`config.mk`:
```
export PLATFORM = sky130hd
export DESIGN_NAME = obcd_top
export DESIGN_NICKNAME = d
export VERILOG_FILES = /design/src/hw/obcd_pkg.sv /design/src/hw/obcd_top.sv /design/src/hw/obcd_boot_decode.sv
export VERILOG_INCLUDE_DIRS = /design/src /design/src/hw
export SDC_FILE = /design/constraint.sdc
export NUM_CORES = 1
export LEC_CHECK = 0
export BUFFER_PORTS_ARGS = -buffer_cell sky130_fd_sc_hd__buf_2
export CORE_ASPECT_RATIO = 1.2
export CORE_UTILIZATION = 30
export DETAILED_ROUTE_END_ITERATION = 10
export SETUP_SLACK_MARGIN = 0.4
export SLEW_MARGIN = 20
export SYNTH_ARGS = -nofsm -noshare
export SYNTH_HDL_FRONTEND = slang
export SYNTH_SLANG_ARGS = --single-unit
```
`constraint.sdc`:
```
create_clock -name i_clk -period 1.35 [get_ports i_clk]
set_input_delay 0.0675 -clock i_clk [delete_from_list [all_inputs] [get_ports i_clk]]
set_output_delay 0.0675 -clock i_clk [all_outputs]
set_load 0.05 [all_outputs]
```
`src/hw/obcd_consts.svh`:
```
// Constants for the option byte configuration decoder
// Operation
// - A readout protect byte equal to the enable code turns readout lock on, and then only the single-wire debug path may rewrite option bytes.
// - The boot code area field is bits 5 to 0, and zero means no boot area and no program memory write protection.
// - Field value one protects pages 0 to 1 and field value two protects pages 0 to 3.
// - Field values three to the maximum protect progressively larger areas, up to page 63.
// - Remap bit seven clear routes timer two channel one to D4, set routes the tone output there.
// - Remap bit six clear gives B5 and B4 to analog inputs, set gives them I2C data and clock.
// - Remap bit five clear gives B3 to B0 to analog inputs, set gives timer one trigger and complementary outputs.
// - The remap bit governing D0 selects timer three channel two when clear and the clock output when set.
// - With remap bits two and three both set, bit two applies and bit three is ignored on shared pins.
// - Remap bit one set swaps the timer channels on A3 and D2, so A3 carries timer three channel one.
`ifndef OBCD_CONSTS_SVH
`define OBCD_CONSTS_SVH

`define OBCD_READOUT_ENABLE 8'hAA
`define OBCD_BYTE_RESET     8'h00
`define OBCD_SEL_READOUT    2'h0
`define OBCD_SEL_BOOT       2'h1
`define OBCD_SEL_REMAP      2'h2
`define OBCD_BOOT_MSB       5
`define OBCD_BOOT_NONE      6'h00
`define OBCD_BOOT_HALF      6'h20
`define OBCD_PAGE_LAST      6'h3F
`define OBCD_REMAP_SEVEN    7
`define OBCD_REMAP_SIX      6
`define OBCD_REMAP_FIVE     5
`define OBCD_REMAP_FOUR     4
`define OBCD_REMAP_THREE    3
`define OBCD_REMAP_TWO      2
`define OBCD_REMAP_ONE      1
`define OBCD_REMAP_ZERO     0

`endif

```
`src/hw/obcd_pkg.sv`:
```
// Types for the option byte configuration decoder
`default_nettype none
package obcd_pkg;
  typedef enum logic [1:0] {
    OBCD_ST_LOAD = 2'b01,
    OBCD_ST_RUN  = 2'b10
  } obcd_state_e;
  typedef logic [7:0] obcd_byte_t;
  typedef logic [5:0] obcd_page_t;
endpackage
`default_nettype wire

```
`src/hw/obcd_top.sv`:
```
// Option byte configuration decoder top
`timescale 1ns/10ps
`default_nettype none
`include "obcd_consts.svh"
module obcd_top
  import obcd_pkg::*;
(
  // Clock and reset
  input  wire logic       i_clk,
  input  wire logic       i_reset_n,
  // Option bytes from storage
  input  wire logic [7:0] i_readout_protect_byte,
  input  wire logic [7:0] i_boot_area_protect_byte,
  input  wire logic [7:0] i_pin_remap_byte,
  // Option byte rewrite request
  input  wire logic       i_wr_req,
  input  wire logic [1:0] i_wr_sel,
  input  wire logic [7:0] i_wr_data,
  input  wire logic       i_wr_via_debug,
  // Write toward storage
  output logic            o_nv_wr_en,
  output logic [1:0]      o_nv_wr_sel,
  output logic [7:0]      o_nv_wr_data,
  output logic            o_wr_refused,
  // Captured bytes and state
  output logic            o_config_valid,
  output logic [7:0]      o_readout_protect_byte,
  output logic [7:0]      o_boot_area_protect_byte,
  output logic [7:0]      o_pin_remap_byte,
  // Memory protection
  output logic            o_readout_lock,
  output logic            o_boot_area_en,
  output logic [5:0]      o_boot_last_page,
  input  wire logic [5:0] i_page,
  output logic            o_page_write_protected,
  // Pin multiplexer selects
  output logic            o_pd4_tone_sel,
  output logic            o_pb54_i2c_sel,
  output logic            o_pb30_timer_one_sel,
  output logic            o_pd0_clock_out_sel,
  output logic            o_remap_two_active,
  output logic            o_remap_three_active,
  output logic            o_pa3_d2_swap,
  output logic            o_remap_bit_zero
);
  // Reset release through two flops
  logic        rst_s1_reg;
  logic        rst_sync_n;
  obcd_state_e state_reg;
  obcd_state_e state_next;
  obcd_byte_t  readout_reg;
  obcd_byte_t  boot_reg;
  obcd_byte_t  remap_reg;
  logic        lock_reg;
  logic        two_act_reg;
  logic        three_act_reg;
  logic        nv_en_reg;
  logic [1:0]  nv_sel_reg;
  obcd_byte_t  nv_data_reg;
  logic        refused_reg;
  logic        page_prot_reg;

  always_ff @(posedge i_clk or negedge i_reset_n) begin
    if (!i_reset_n) begin
      rst_s1_reg <= 1'b0;
      rst_sync_n <= 1'b0;
    end else begin
      rst_s1_reg <= 1'b1;
      rst_sync_n <= rst_s1_reg;
    end
  end

  // Capture happens once, in the first cycle after release
  wire logic loading;
  assign loading    = (state_reg == OBCD_ST_LOAD);
  assign state_next = OBCD_ST_RUN;

  always_ff @(posedge i_clk or negedge rst_sync_n) begin
    if (!rst_sync_n) begin
      state_reg <= OBCD_ST_LOAD;
    end else begin
      state_reg <= state_next;
    end
  end

  // Decoded values stay frozen until the next reset
  always_ff @(posedge i_clk or negedge rst_sync_n) begin
    if (!rst_sync_n) begin
      readout_reg   <= `OBCD_BYTE_RESET;
      boot_reg      <= `OBCD_BYTE_RESET;
      remap_reg     <= `OBCD_BYTE_RESET;
      lock_reg      <= 1'b0;
      two_act_reg   <= 1'b0;
      three_act_reg <= 1'b0;
    end else if (loading) begin
      readout_reg   <= i_readout_protect_byte;
      boot_reg      <= i_boot_area_protect_byte;
      remap_reg     <= i_pin_remap_byte;
      lock_reg      <= (i_readout_protect_byte == `OBCD_READOUT_ENABLE);
      two_act_reg   <= i_pin_remap_byte[`OBCD_REMAP_TWO];
      three_act_reg <= i_pin_remap_byte[`OBCD_REMAP_THREE]
                       && !i_pin_remap_byte[`OBCD_REMAP_TWO];
    end
  end

  // Locked parts accept rewrites from the debug path only
  wire logic wr_take;
  wire logic wr_refuse;
  wire logic wr_accept;
  assign wr_take   = i_wr_req && !loading;
  assign wr_refuse = wr_take && lock_reg && !i_wr_via_debug;
  assign wr_accept = wr_take && !wr_refuse;

  always_ff @(posedge i_clk or negedge rst_sync_n) begin
    if (!rst_sync_n) begin
      nv_en_reg   <= 1'b0;
      nv_sel_reg  <= 2'h0;
      nv_data_reg <= `OBCD_BYTE_RESET;
      refused_reg <= 1'b0;
    end else begin
      nv_en_reg   <= wr_accept;
      refused_reg <= wr_refuse;
      if (wr_accept) begin
        nv_sel_reg  <= i_wr_sel;
        nv_data_reg <= i_wr_data;
      end
    end
  end

  // Boot area decode
  wire logic       area_en_w;
  wire obcd_page_t last_page_w;
  wire logic       page_prot_w;

  obcd_boot_decode u_boot (
    .i_field          (boot_reg[`OBCD_BOOT_MSB:0]),
    .i_page           (i_page),
    .o_area_en        (area_en_w),
    .o_last_page      (last_page_w),
    .o_page_protected (page_prot_w)
  );

  // Query answer lags the page by one cycle
  always_ff @(posedge i_clk or negedge rst_sync_n) begin
    if (!rst_sync_n) begin
      page_prot_reg <= 1'b0;
    end else begin
      page_prot_reg <= page_prot_w && !loading;
    end
  end

  assign o_nv_wr_en               = nv_en_reg;
  assign o_nv_wr_sel              = nv_sel_reg;
  assign o_nv_wr_data             = nv_data_reg;
  assign o_wr_refused             = refused_reg;
  assign o_config_valid           = !loading;
  assign o_readout_protect_byte   = readout_reg;
  assign o_boot_area_protect_byte = boot_reg;
  assign o_pin_remap_byte         = remap_reg;
  assign o_readout_lock           = lock_reg;
  assign o_boot_area_en           = area_en_w;
  assign o_boot_last_page         = last_page_w;
  assign o_page_write_protected   = page_prot_reg;
  assign o_pd4_tone_sel           = remap_reg[`OBCD_REMAP_SEVEN];
  assign o_pb54_i2c_sel           = remap_reg[`OBCD_REMAP_SIX];
  assign o_pb30_timer_one_sel     = remap_reg[`OBCD_REMAP_FIVE];
  assign o_pd0_clock_out_sel      = remap_reg[`OBCD_REMAP_FOUR];
  assign o_remap_two_active       = two_act_reg;
  assign o_remap_three_active     = three_act_reg;
  assign o_pa3_d2_swap            = remap_reg[`OBCD_REMAP_ONE];
  assign o_remap_bit_zero         = remap_reg[`OBCD_REMAP_ZERO];
endmodule
`default_nettype wire

```
`src/hw/obcd_boot_decode.sv`:
```
// Boot code area decode from the six-bit field
`timescale 1ns/10ps
`default_nettype none
`include "obcd_consts.svh"
module obcd_boot_decode
  import obcd_pkg::*;
(
  // Field and page query
  input  wire logic [5:0] i_field,
  input  wire logic [5:0] i_page,
  // Decoded area
  output logic            o_area_en,
  output logic [5:0]      o_last_page,
  output logic            o_page_protected
);
  // Last page is 2*v-1, saturating at the top page
  function automatic obcd_page_t last_page(input obcd_page_t v);
    logic [6:0] dbl;
    dbl = {v, 1'b0} - 7'h01;
    if (v == `OBCD_BOOT_NONE) begin
      last_page = 6'h00;
    end else if (v >= `OBCD_BOOT_HALF) begin
      last_page = `OBCD_PAGE_LAST;
    end else begin
      last_page = dbl[5:0];
    end
  endfunction

  wire logic area_w;
  assign area_w           = (i_field != `OBCD_BOOT_NONE);
  assign o_area_en        = area_w;
  assign o_last_page      = last_page(i_field);
  assign o_page_protected = area_w && (i_page <= o_last_page);
endmodule
`default_nettype wire

```
==> results of run 1 <==
==> final timing paths <==
kind                                             start  slack (ns)  cells past startpoint                           to
min                                i_pin_remap_byte[4]        0.02                      2          o_pin_remap_byte[4]
min in group asynchronous                    i_reset_n        0.08                      2                   rst_sync_n
max reg2reg                o_boot_area_protect_byte[1]       -0.54                     10       o_page_write_protected
max                        o_boot_area_protect_byte[1]       -0.54                     10       o_page_write_protected
max in group asynchronous                   rst_sync_n        0.85                      1                 state_reg[0]
min reg2reg                                 rst_sync_n        0.23                      1  o_boot_area_protect_byte[6]
==> cell type report <==
class	instances	area, um2
Clock buffer	5	68.8
Timing Repair Buffer	150	1540
Sequential cell	43	1100
Fill cell	498	2510
Inverter	9	41.3
Multi-Input combinational cell	84	1010
Tap cell	85	106
Clock inverter	3	43.8
==> cells by family after synthesis <==
kind of cell / synth area share (%)
muxes: 21.0
DFF: 54.3
other: 0.378
and+or+nand+nor: 7.37
xor gates and xnor gates: 0.882
adders and majority gates: 5.04
AOI/OAI and AO/OA: 3.15
buffers and inverters: 7.94
==> worst register-to-register path: cells and delay by family, from the launching register on <==
family | cells | cell delay, ns
adder cells (fa/ha/maj) | 2 | 0.43
AND/OR/NAND/NOR | 5 | 0.57
buffers and inverters | 1 | 0.09
flip-flops | 1 | 0.45
AO/OA/AOI/OAI | 2 | 0.24
==> power by group through the flow <==
stage / sequential, mW / combinational [mW] / clock, mW
after floorplan: 2.21 / 0.719 / 0
after global placement: 1.59 / 1.70 / 0
after detailed placement: 1.60 / 1.71 / 0
after CTS: 1.64 / 2.29 / 1.04
after global routing: 1.67 / 2.55 / 1.10
final: 1.65 / 2.44 / 1.01
==> layer usage <==
metal | wire (um) | part of all wire (%)
met5 | 0 | 0
met4 | 74 | 1.3
met3 | 334 | 6.0
met2 | 3080 | 56
met1 | 2050 | 37
==> timing repair <==
item / in CTS / in global routing
hold endpoints to repair: 17 / 2
buffers inserted: 11 / 10
pin swaps: 3 / 0
resized for setup: 168 / 21
cloned: 3 / 0
setup endpoints to repair: 92 / 92
hold buffers: 16 / 2
==> through the flow <==
stage | setup slack (ns) | TNS, ns | area [um2] | cells | hold slack (ns)
floorplan | -0.652 | -1.13 | 2120 | 148 | -0.228
global placement | -0.519 | -0.647 | 2680 | 329 | -0.146
detailed placement | -0.563 | -0.699 | 2680 | 329 | -0.144
CTS | -0.514 | -2.20 | 3720 | 367 | 0.00172
global route | -0.637 | -3.26 | 3900 | 379 | 0.00247
finish | -0.542 | -2.39 | 3900 | 379 | 0.0177
==> placed cells by master, fill, tap and decap left out, types with 2 or more instances in the layout <==
cell           Yosys  layout
o21ai_1            0       3
buf_4              8      16
nand2_2            0       3
buf_16             0       2
conb_1             2       3
inv_1              9       4
nor2_2             0       2
a21oi_1            2       2
mux2_2            25       2
inv_4              0       3
nand2_1            7       3
ha_4               0       2
dlygate4sd3_1      0      18
inv_2              0       2
buf_12             0       9
buf_2              0      43
nand2b_4           0       2
mux2_4             9      32
nor3_2             0       2
buf_6              2      39
nand3_4            1       3
dfrtp_2            0      14
dfrtp_1           42      27
o21ai_4            0       2
xor2_1             2       2
o21ai_2            0       2
buf_8              0      23
clkbuf_8           3       5
nor4bb_1           2       2
ha_1               8       6
==> summary.md, run 1 <==
| Metric | Value |
|---|---|
| Largest net degree at the start of global routing | 42 |
| Startpoint Class | flop |
| RD Place Congestion | 0.745 |
| Power Dens Cells | 1310 nW/um2 |
| Routed WL | 5540 um |
| Chip width | 76.3 um |
| H-tree depth | 2 |
| Skew-Pair Late Insertion Delay | 0.29 ns |
| Layout Utilization | 60.9% |
| Synth Register Bits | 43 |
| Status | finished with violations |
| Net switching power | 1.94 mW |
| Die height | 91.1 um |
| Top-count cell post-synth | dfrtp_1 |
| Worst Skew | 0.00799 ns |
| Total chip power | 5.10 mW |
| Ant. Diodes | 0 |
| CP required | 1.52 ns |
| Post-synth top area share | 52.9% |
| Gr busiest metal | met2 |
| Core area | 6410 um2 |
| Cell taking the most area after synthesis | dfrtp_1 |
| Layout cells sized above 1 | 74.8% |
| Synth cell count leaders | 42 x dfrtp_1, 25 x mux2_2, 9 x inv_1, 9 x mux2_4 |
| Hold Path Class | in2reg |
| Failing checks | setup timing |
| Synth-to-layout area growth | 96.4% |
| WP data arrival | 2.07 ns |
| Fin crit share | 140% |
| Via density | 4.35 |
| Vias in the first global route | 1,786 |
| WS Path Type | reg2reg |
| Sequential share of the synthesized area | 54.3% |
| Met1 Resource Use GR | 17.9% |
| RSZ-0062 raised after global routing | yes |
| Setup-failing EPs final | 13 |
| DP Wirelength | 2980 um |
| Internal | 3.16 mW |
| Initial core utilization | 31.0% |
| Root buffer cell | clkbuf_8 |
| I/O pins | 98 |
| Max Buffers Root-to-Sink | 2 |
| Synth cell types | 26 |
| Die ar. | 6950 um2 |
| LEAKAGE | 1.91 nW |
| # rows | 32 |
| Gr usage total | 16.3% |
| CP delay by family, top | simple AND/OR/NAND/NOR gates |
| Slack of the critical path | -0.542 ns |
| Clock power frac | 19.7% |
| Slowest cell on crit path | dfrtp_2 |
| DRT antenna net count | 0 |
| Met3 Use GR | 4.22% |
| CTS buffer count | 5 |
| First DRT Iteration DRCs | 39 |
| Drt drc | 0 |
| Sw frac | 38.1% |
| Area contributors post-synth | dfrtp_1 53%, mux2_2 14%, mux2_4 6.8% |
| Worst-path maximum fanout | 3 |
| First-pass GRT wire length | 8800 um |
| Worst-path clk slew | 0.08 ns |
| TritonRoute pass-1 iters | 4 |
| Input/output buffers | 97 |
| Buffers & Inverters on Critical Path | 1 |
| Reg power frac | 32.4% |
| TritonCTS clock tree | done |
| Combinational share of power | 47.9% |
| Async SR Flop Fraction | 100% |
| Setup crit end kind | flop |
| CP max stage delay | 0.45 ns |
| Crit path cell chain | inv_4 -> ha_4 -> nand2_2 -> nor3_4 -> nor3_2 -> ha_1 -> and4_4 -> o21ai_1 -> a32oi_1 -> nor3_1 |
| Mapped Area | 1990 um2 |
| EDFF count, synth | 0 |
| CTS sink cnt | 43 |
| WL/cell | 14.6 um |
| Main synth FF type | dfrtp_1 |
| Nets | 345 |
| Period minus WS final | 1.89 ns |
| Via Count | 1,647 |
| Final hold vios | 0 |
| Peak Freq | 0.528 GHz |
| Synth Instances | 147 |
| Syn Area/Cell | 13.5 um2 |
| GRT met2 Usage | 30.3% |
| Antenna violations before repair | 0 |
| Yosys warns | 0 |
| Peak supply drop | 0.000997 V |
| Slew Viols, Final | 0 |
| Overflow after GRT | 0 |
| Maxcap violations | 0 |
No activity file was read; power rests on OpenSTA's default activity.
==> run 2: changes to the inputs <==
Settings changed: ABC_CLOCK_PERIOD_IN_PS set to 1350, REMOVE_ABC_BUFFERS set to 1.
==> summary.md, run 2 (synthesis results as in run 1) <==
| Metric | Value |
|---|---|
| Worst Skew | 0.00392 ns (-0.00407 ns) |
| Synth-to-layout area growth | 83.5% |
| TritonRoute pass-1 iters | 4 (unchanged) |
| WL/cell | 14.0 um (-4.5%) |
| Sequential cell area | 1080 um2 (-1.3%) |
| Nets | 344 (-0.29%) |
| Total chip power | 4.72 mW (-7.4%) |
| Die ar. | 6950 um2 (unchanged) |
| # rows | 32 (unchanged) |
| Setup crit end kind | flop |
| Overflow after GRT | 0 (unchanged) |
| Power Dens Cells | 1300 nW/um2 (-0.91%) |
| Chip width | 76.3 um (unchanged) |
| Antenna violations before repair | 0 (unchanged) |
| WS Path Type | reg2reg |
| Max Buffers Root-to-Sink | 2 (unchanged) |
| RSZ-0062 raised after global routing | yes |
| Vias in the first global route | 1,735 (-2.9%) |
| Input/output buffers | 97 (unchanged) |
| Ant. Diodes | 0 (unchanged) |
| Layout cells sized above 1 | 72.4% (-2.5 points) |
| Hold EP | o_nv_wr_sel[1] |
| Hold path start | i_wr_sel[1] |
| Slack of the critical path | -0.581 ns (-0.0389 ns) |
| Slew Viols, Final | 0 (unchanged) |
| First-pass GRT wire length | 8250 um (-6.3%) |
| FF-to-FF Start | o_boot_area_protect_byte[0] |
| Commonest non-fill, non-tap cell in the layout | buf_6 |
| RD Place Congestion | 0.761 (+2.1%) |
| Worst-path maximum fanout | 3 (unchanged) |
| Peak supply drop | 0.000545 V (-45%) |
| Worst-path clk slew | 0.08 ns (about the same) |
| Status | finished with violations |
| First DRT Iteration DRCs | 25 (-36%) |
| Startpoint Class | flop |
| Setup-failing EPs final | 8 (-5) |
| Skew-Pair Late Insertion Delay | 0.29 ns (about the same) |
| Layout filler cell count | 531 (+6.6%) |
| Via density | 4.39 (+1.0%) |
| WP data arrival | 2.11 ns (+0.04 ns) |
| DRT antenna net count | 0 (unchanged) |
| Die height | 91.1 um (unchanged) |
| CP required | 1.53 ns (about the same) |
| CTS sink cnt | 43 (unchanged) |
| Multi-input logic area | 975 um2 (-3.1%) |
| Final Instance Count excl. Fillers | 378 (-0.26%) |
| Hold Path Class | in2reg |
| Fin crit share | 143% (+2.9 points) |
| Maxcap violations | 0 (unchanged) |
| Worst r2r dst | o_page_write_protected |
| Placed cells | 331 (+0.61%) |
| Via Count | 1,659 (+0.73%) |
| Drt drc | 0 (unchanged) |
| TritonCTS clock tree | done |
| Largest net degree at the start of global routing | 26 (-38%) |
| R2R depth | 9 (-1) |
| CTS buffer count | 5 (unchanged) |
| Failing checks | setup timing |
| H-tree depth | 2 (unchanged) |
| Gr usage total | 15.0% (-1.3 points) |
| Peak Freq | 0.518 GHz (-2.0%) |
| I/O pins | 98 (unchanged) |
| DP Wirelength | 3220 um (+7.9%) |
| Routed WL | 5280 um (-4.7%) |
| Period minus WS final | 1.93 ns (+0.0389 ns) |
| Most frequent cells in the layout | 49 x buf_6, 44 x buf_2, 36 x dfrtp_1, 32 x mux2_4, 29 x buf_4 |
| R2R setup slack | -0.58 ns (-0.04 ns) |
| Core area | 6410 um2 (unchanged) |
| Final hold vios | 0 (unchanged) |
| LEAKAGE | 1.85 nW (-3.4%) |
| Root buffer cell | clkbuf_8 |
| Initial core utilization | 31.0% (unchanged) |
| Hold depth | 2 (unchanged) |
run 2: cell count changes in the layout (fill, tap and decap cells not counted), sizes merged:
| cell | before | now |
|---|---|---|
| dlygate4sd3 | 18 | 11 |
| buf | 132 | 137 |
| clkbuf | 5 | 8 |
| bufinv | 1 | 0 |
| clkinv | 2 | 1 |
run 2: per-stage QoR:
step | hold slack, ns | setup WS [ns] | instance area, um2 | utilization (%) | setup TNS, ns
2_1_floorplan | -0.228 | -1.74 | 1870 | - | -34.44
3_3_place_gp | -0.145 | -0.618 | 2580 | 40.2 | -0.970
6_report | 0.00972 | -0.581 | 3640 | 56.9 | -2.97
4_1_cts | 0.000486 | -0.526 | 3390 | 53.0 | -2.48
3_5_place_dp | -0.146 | -0.663 | 2580 | 40.2 | -1.12
5_1_grt | -0.000236 | -0.704 | 3640 | 56.9 | -3.76
run 2: area by class of cell:
class                           count  share of cell area (%)
Clock inverter                      1                   0.137
Multi-Input combinational cell     84                    26.8
Timing Repair Buffer              149                    37.4
Inverter                            9                   0.927
Sequential cell                    43                    29.8
Clock buffer                        7                    2.09
Tap cell                           85                    2.92
run 2: layer usage:
metal / track usage [%] / vias up / routed length, um
li1: - / 781 / -
met1: 17.5 / 800 / 2100
met2: 27.0 / 69 / 2770
met3: 3.62 / 9 / 298
met4: 4.33 / 0 / 112
met5: 0 / - / 0
run 2: repair_timing:
item                                   CTS  global route
gates cloned                             3             0
resized for setup                      152            45
buffers inserted                        12            13
pin swaps                               11             9
endpoints found under the hold margin   12             0
hold buffers                            11             0
setup endpoints to repair               91            91
run 2: worst max-delay path: stages (launching register included):
cell and delay [ns]:
dfrtp_1 0.41, inv_2 0.10, ha_4 0.16, xor2_1 0.22, o21ai_2 0.09, ha_1 0.30
and4_4 0.24, o21ai_1 0.06, a32oi_1 0.16, nor3_1 0.08
run 2: worst max path at each step:
stage / start / endpoint
after floorplan: o_boot_area_protect_byte[0] / o_page_write_protected
after detailed placement: o_boot_area_protect_byte[0] / o_page_write_protected
after global placement: o_boot_area_protect_byte[0] / o_page_write_protected
final: o_boot_area_protect_byte[0] / o_page_write_protected
after CTS: o_boot_area_protect_byte[0] / o_page_write_protected
after global routing: o_boot_area_protect_byte[1] / o_page_write_protected
run 2: where the power goes:
| group | switching [mW] | internal [mW] | total, mW |
|---|---|---|---|
| combinational | 1.28 | 1.03 | 2.31 |
| sequential | 0.159 | 1.46 | 1.62 |
| clock | 0.425 | 0.364 | 0.789 |
| total | 1.86 | 2.85 | 4.72 |
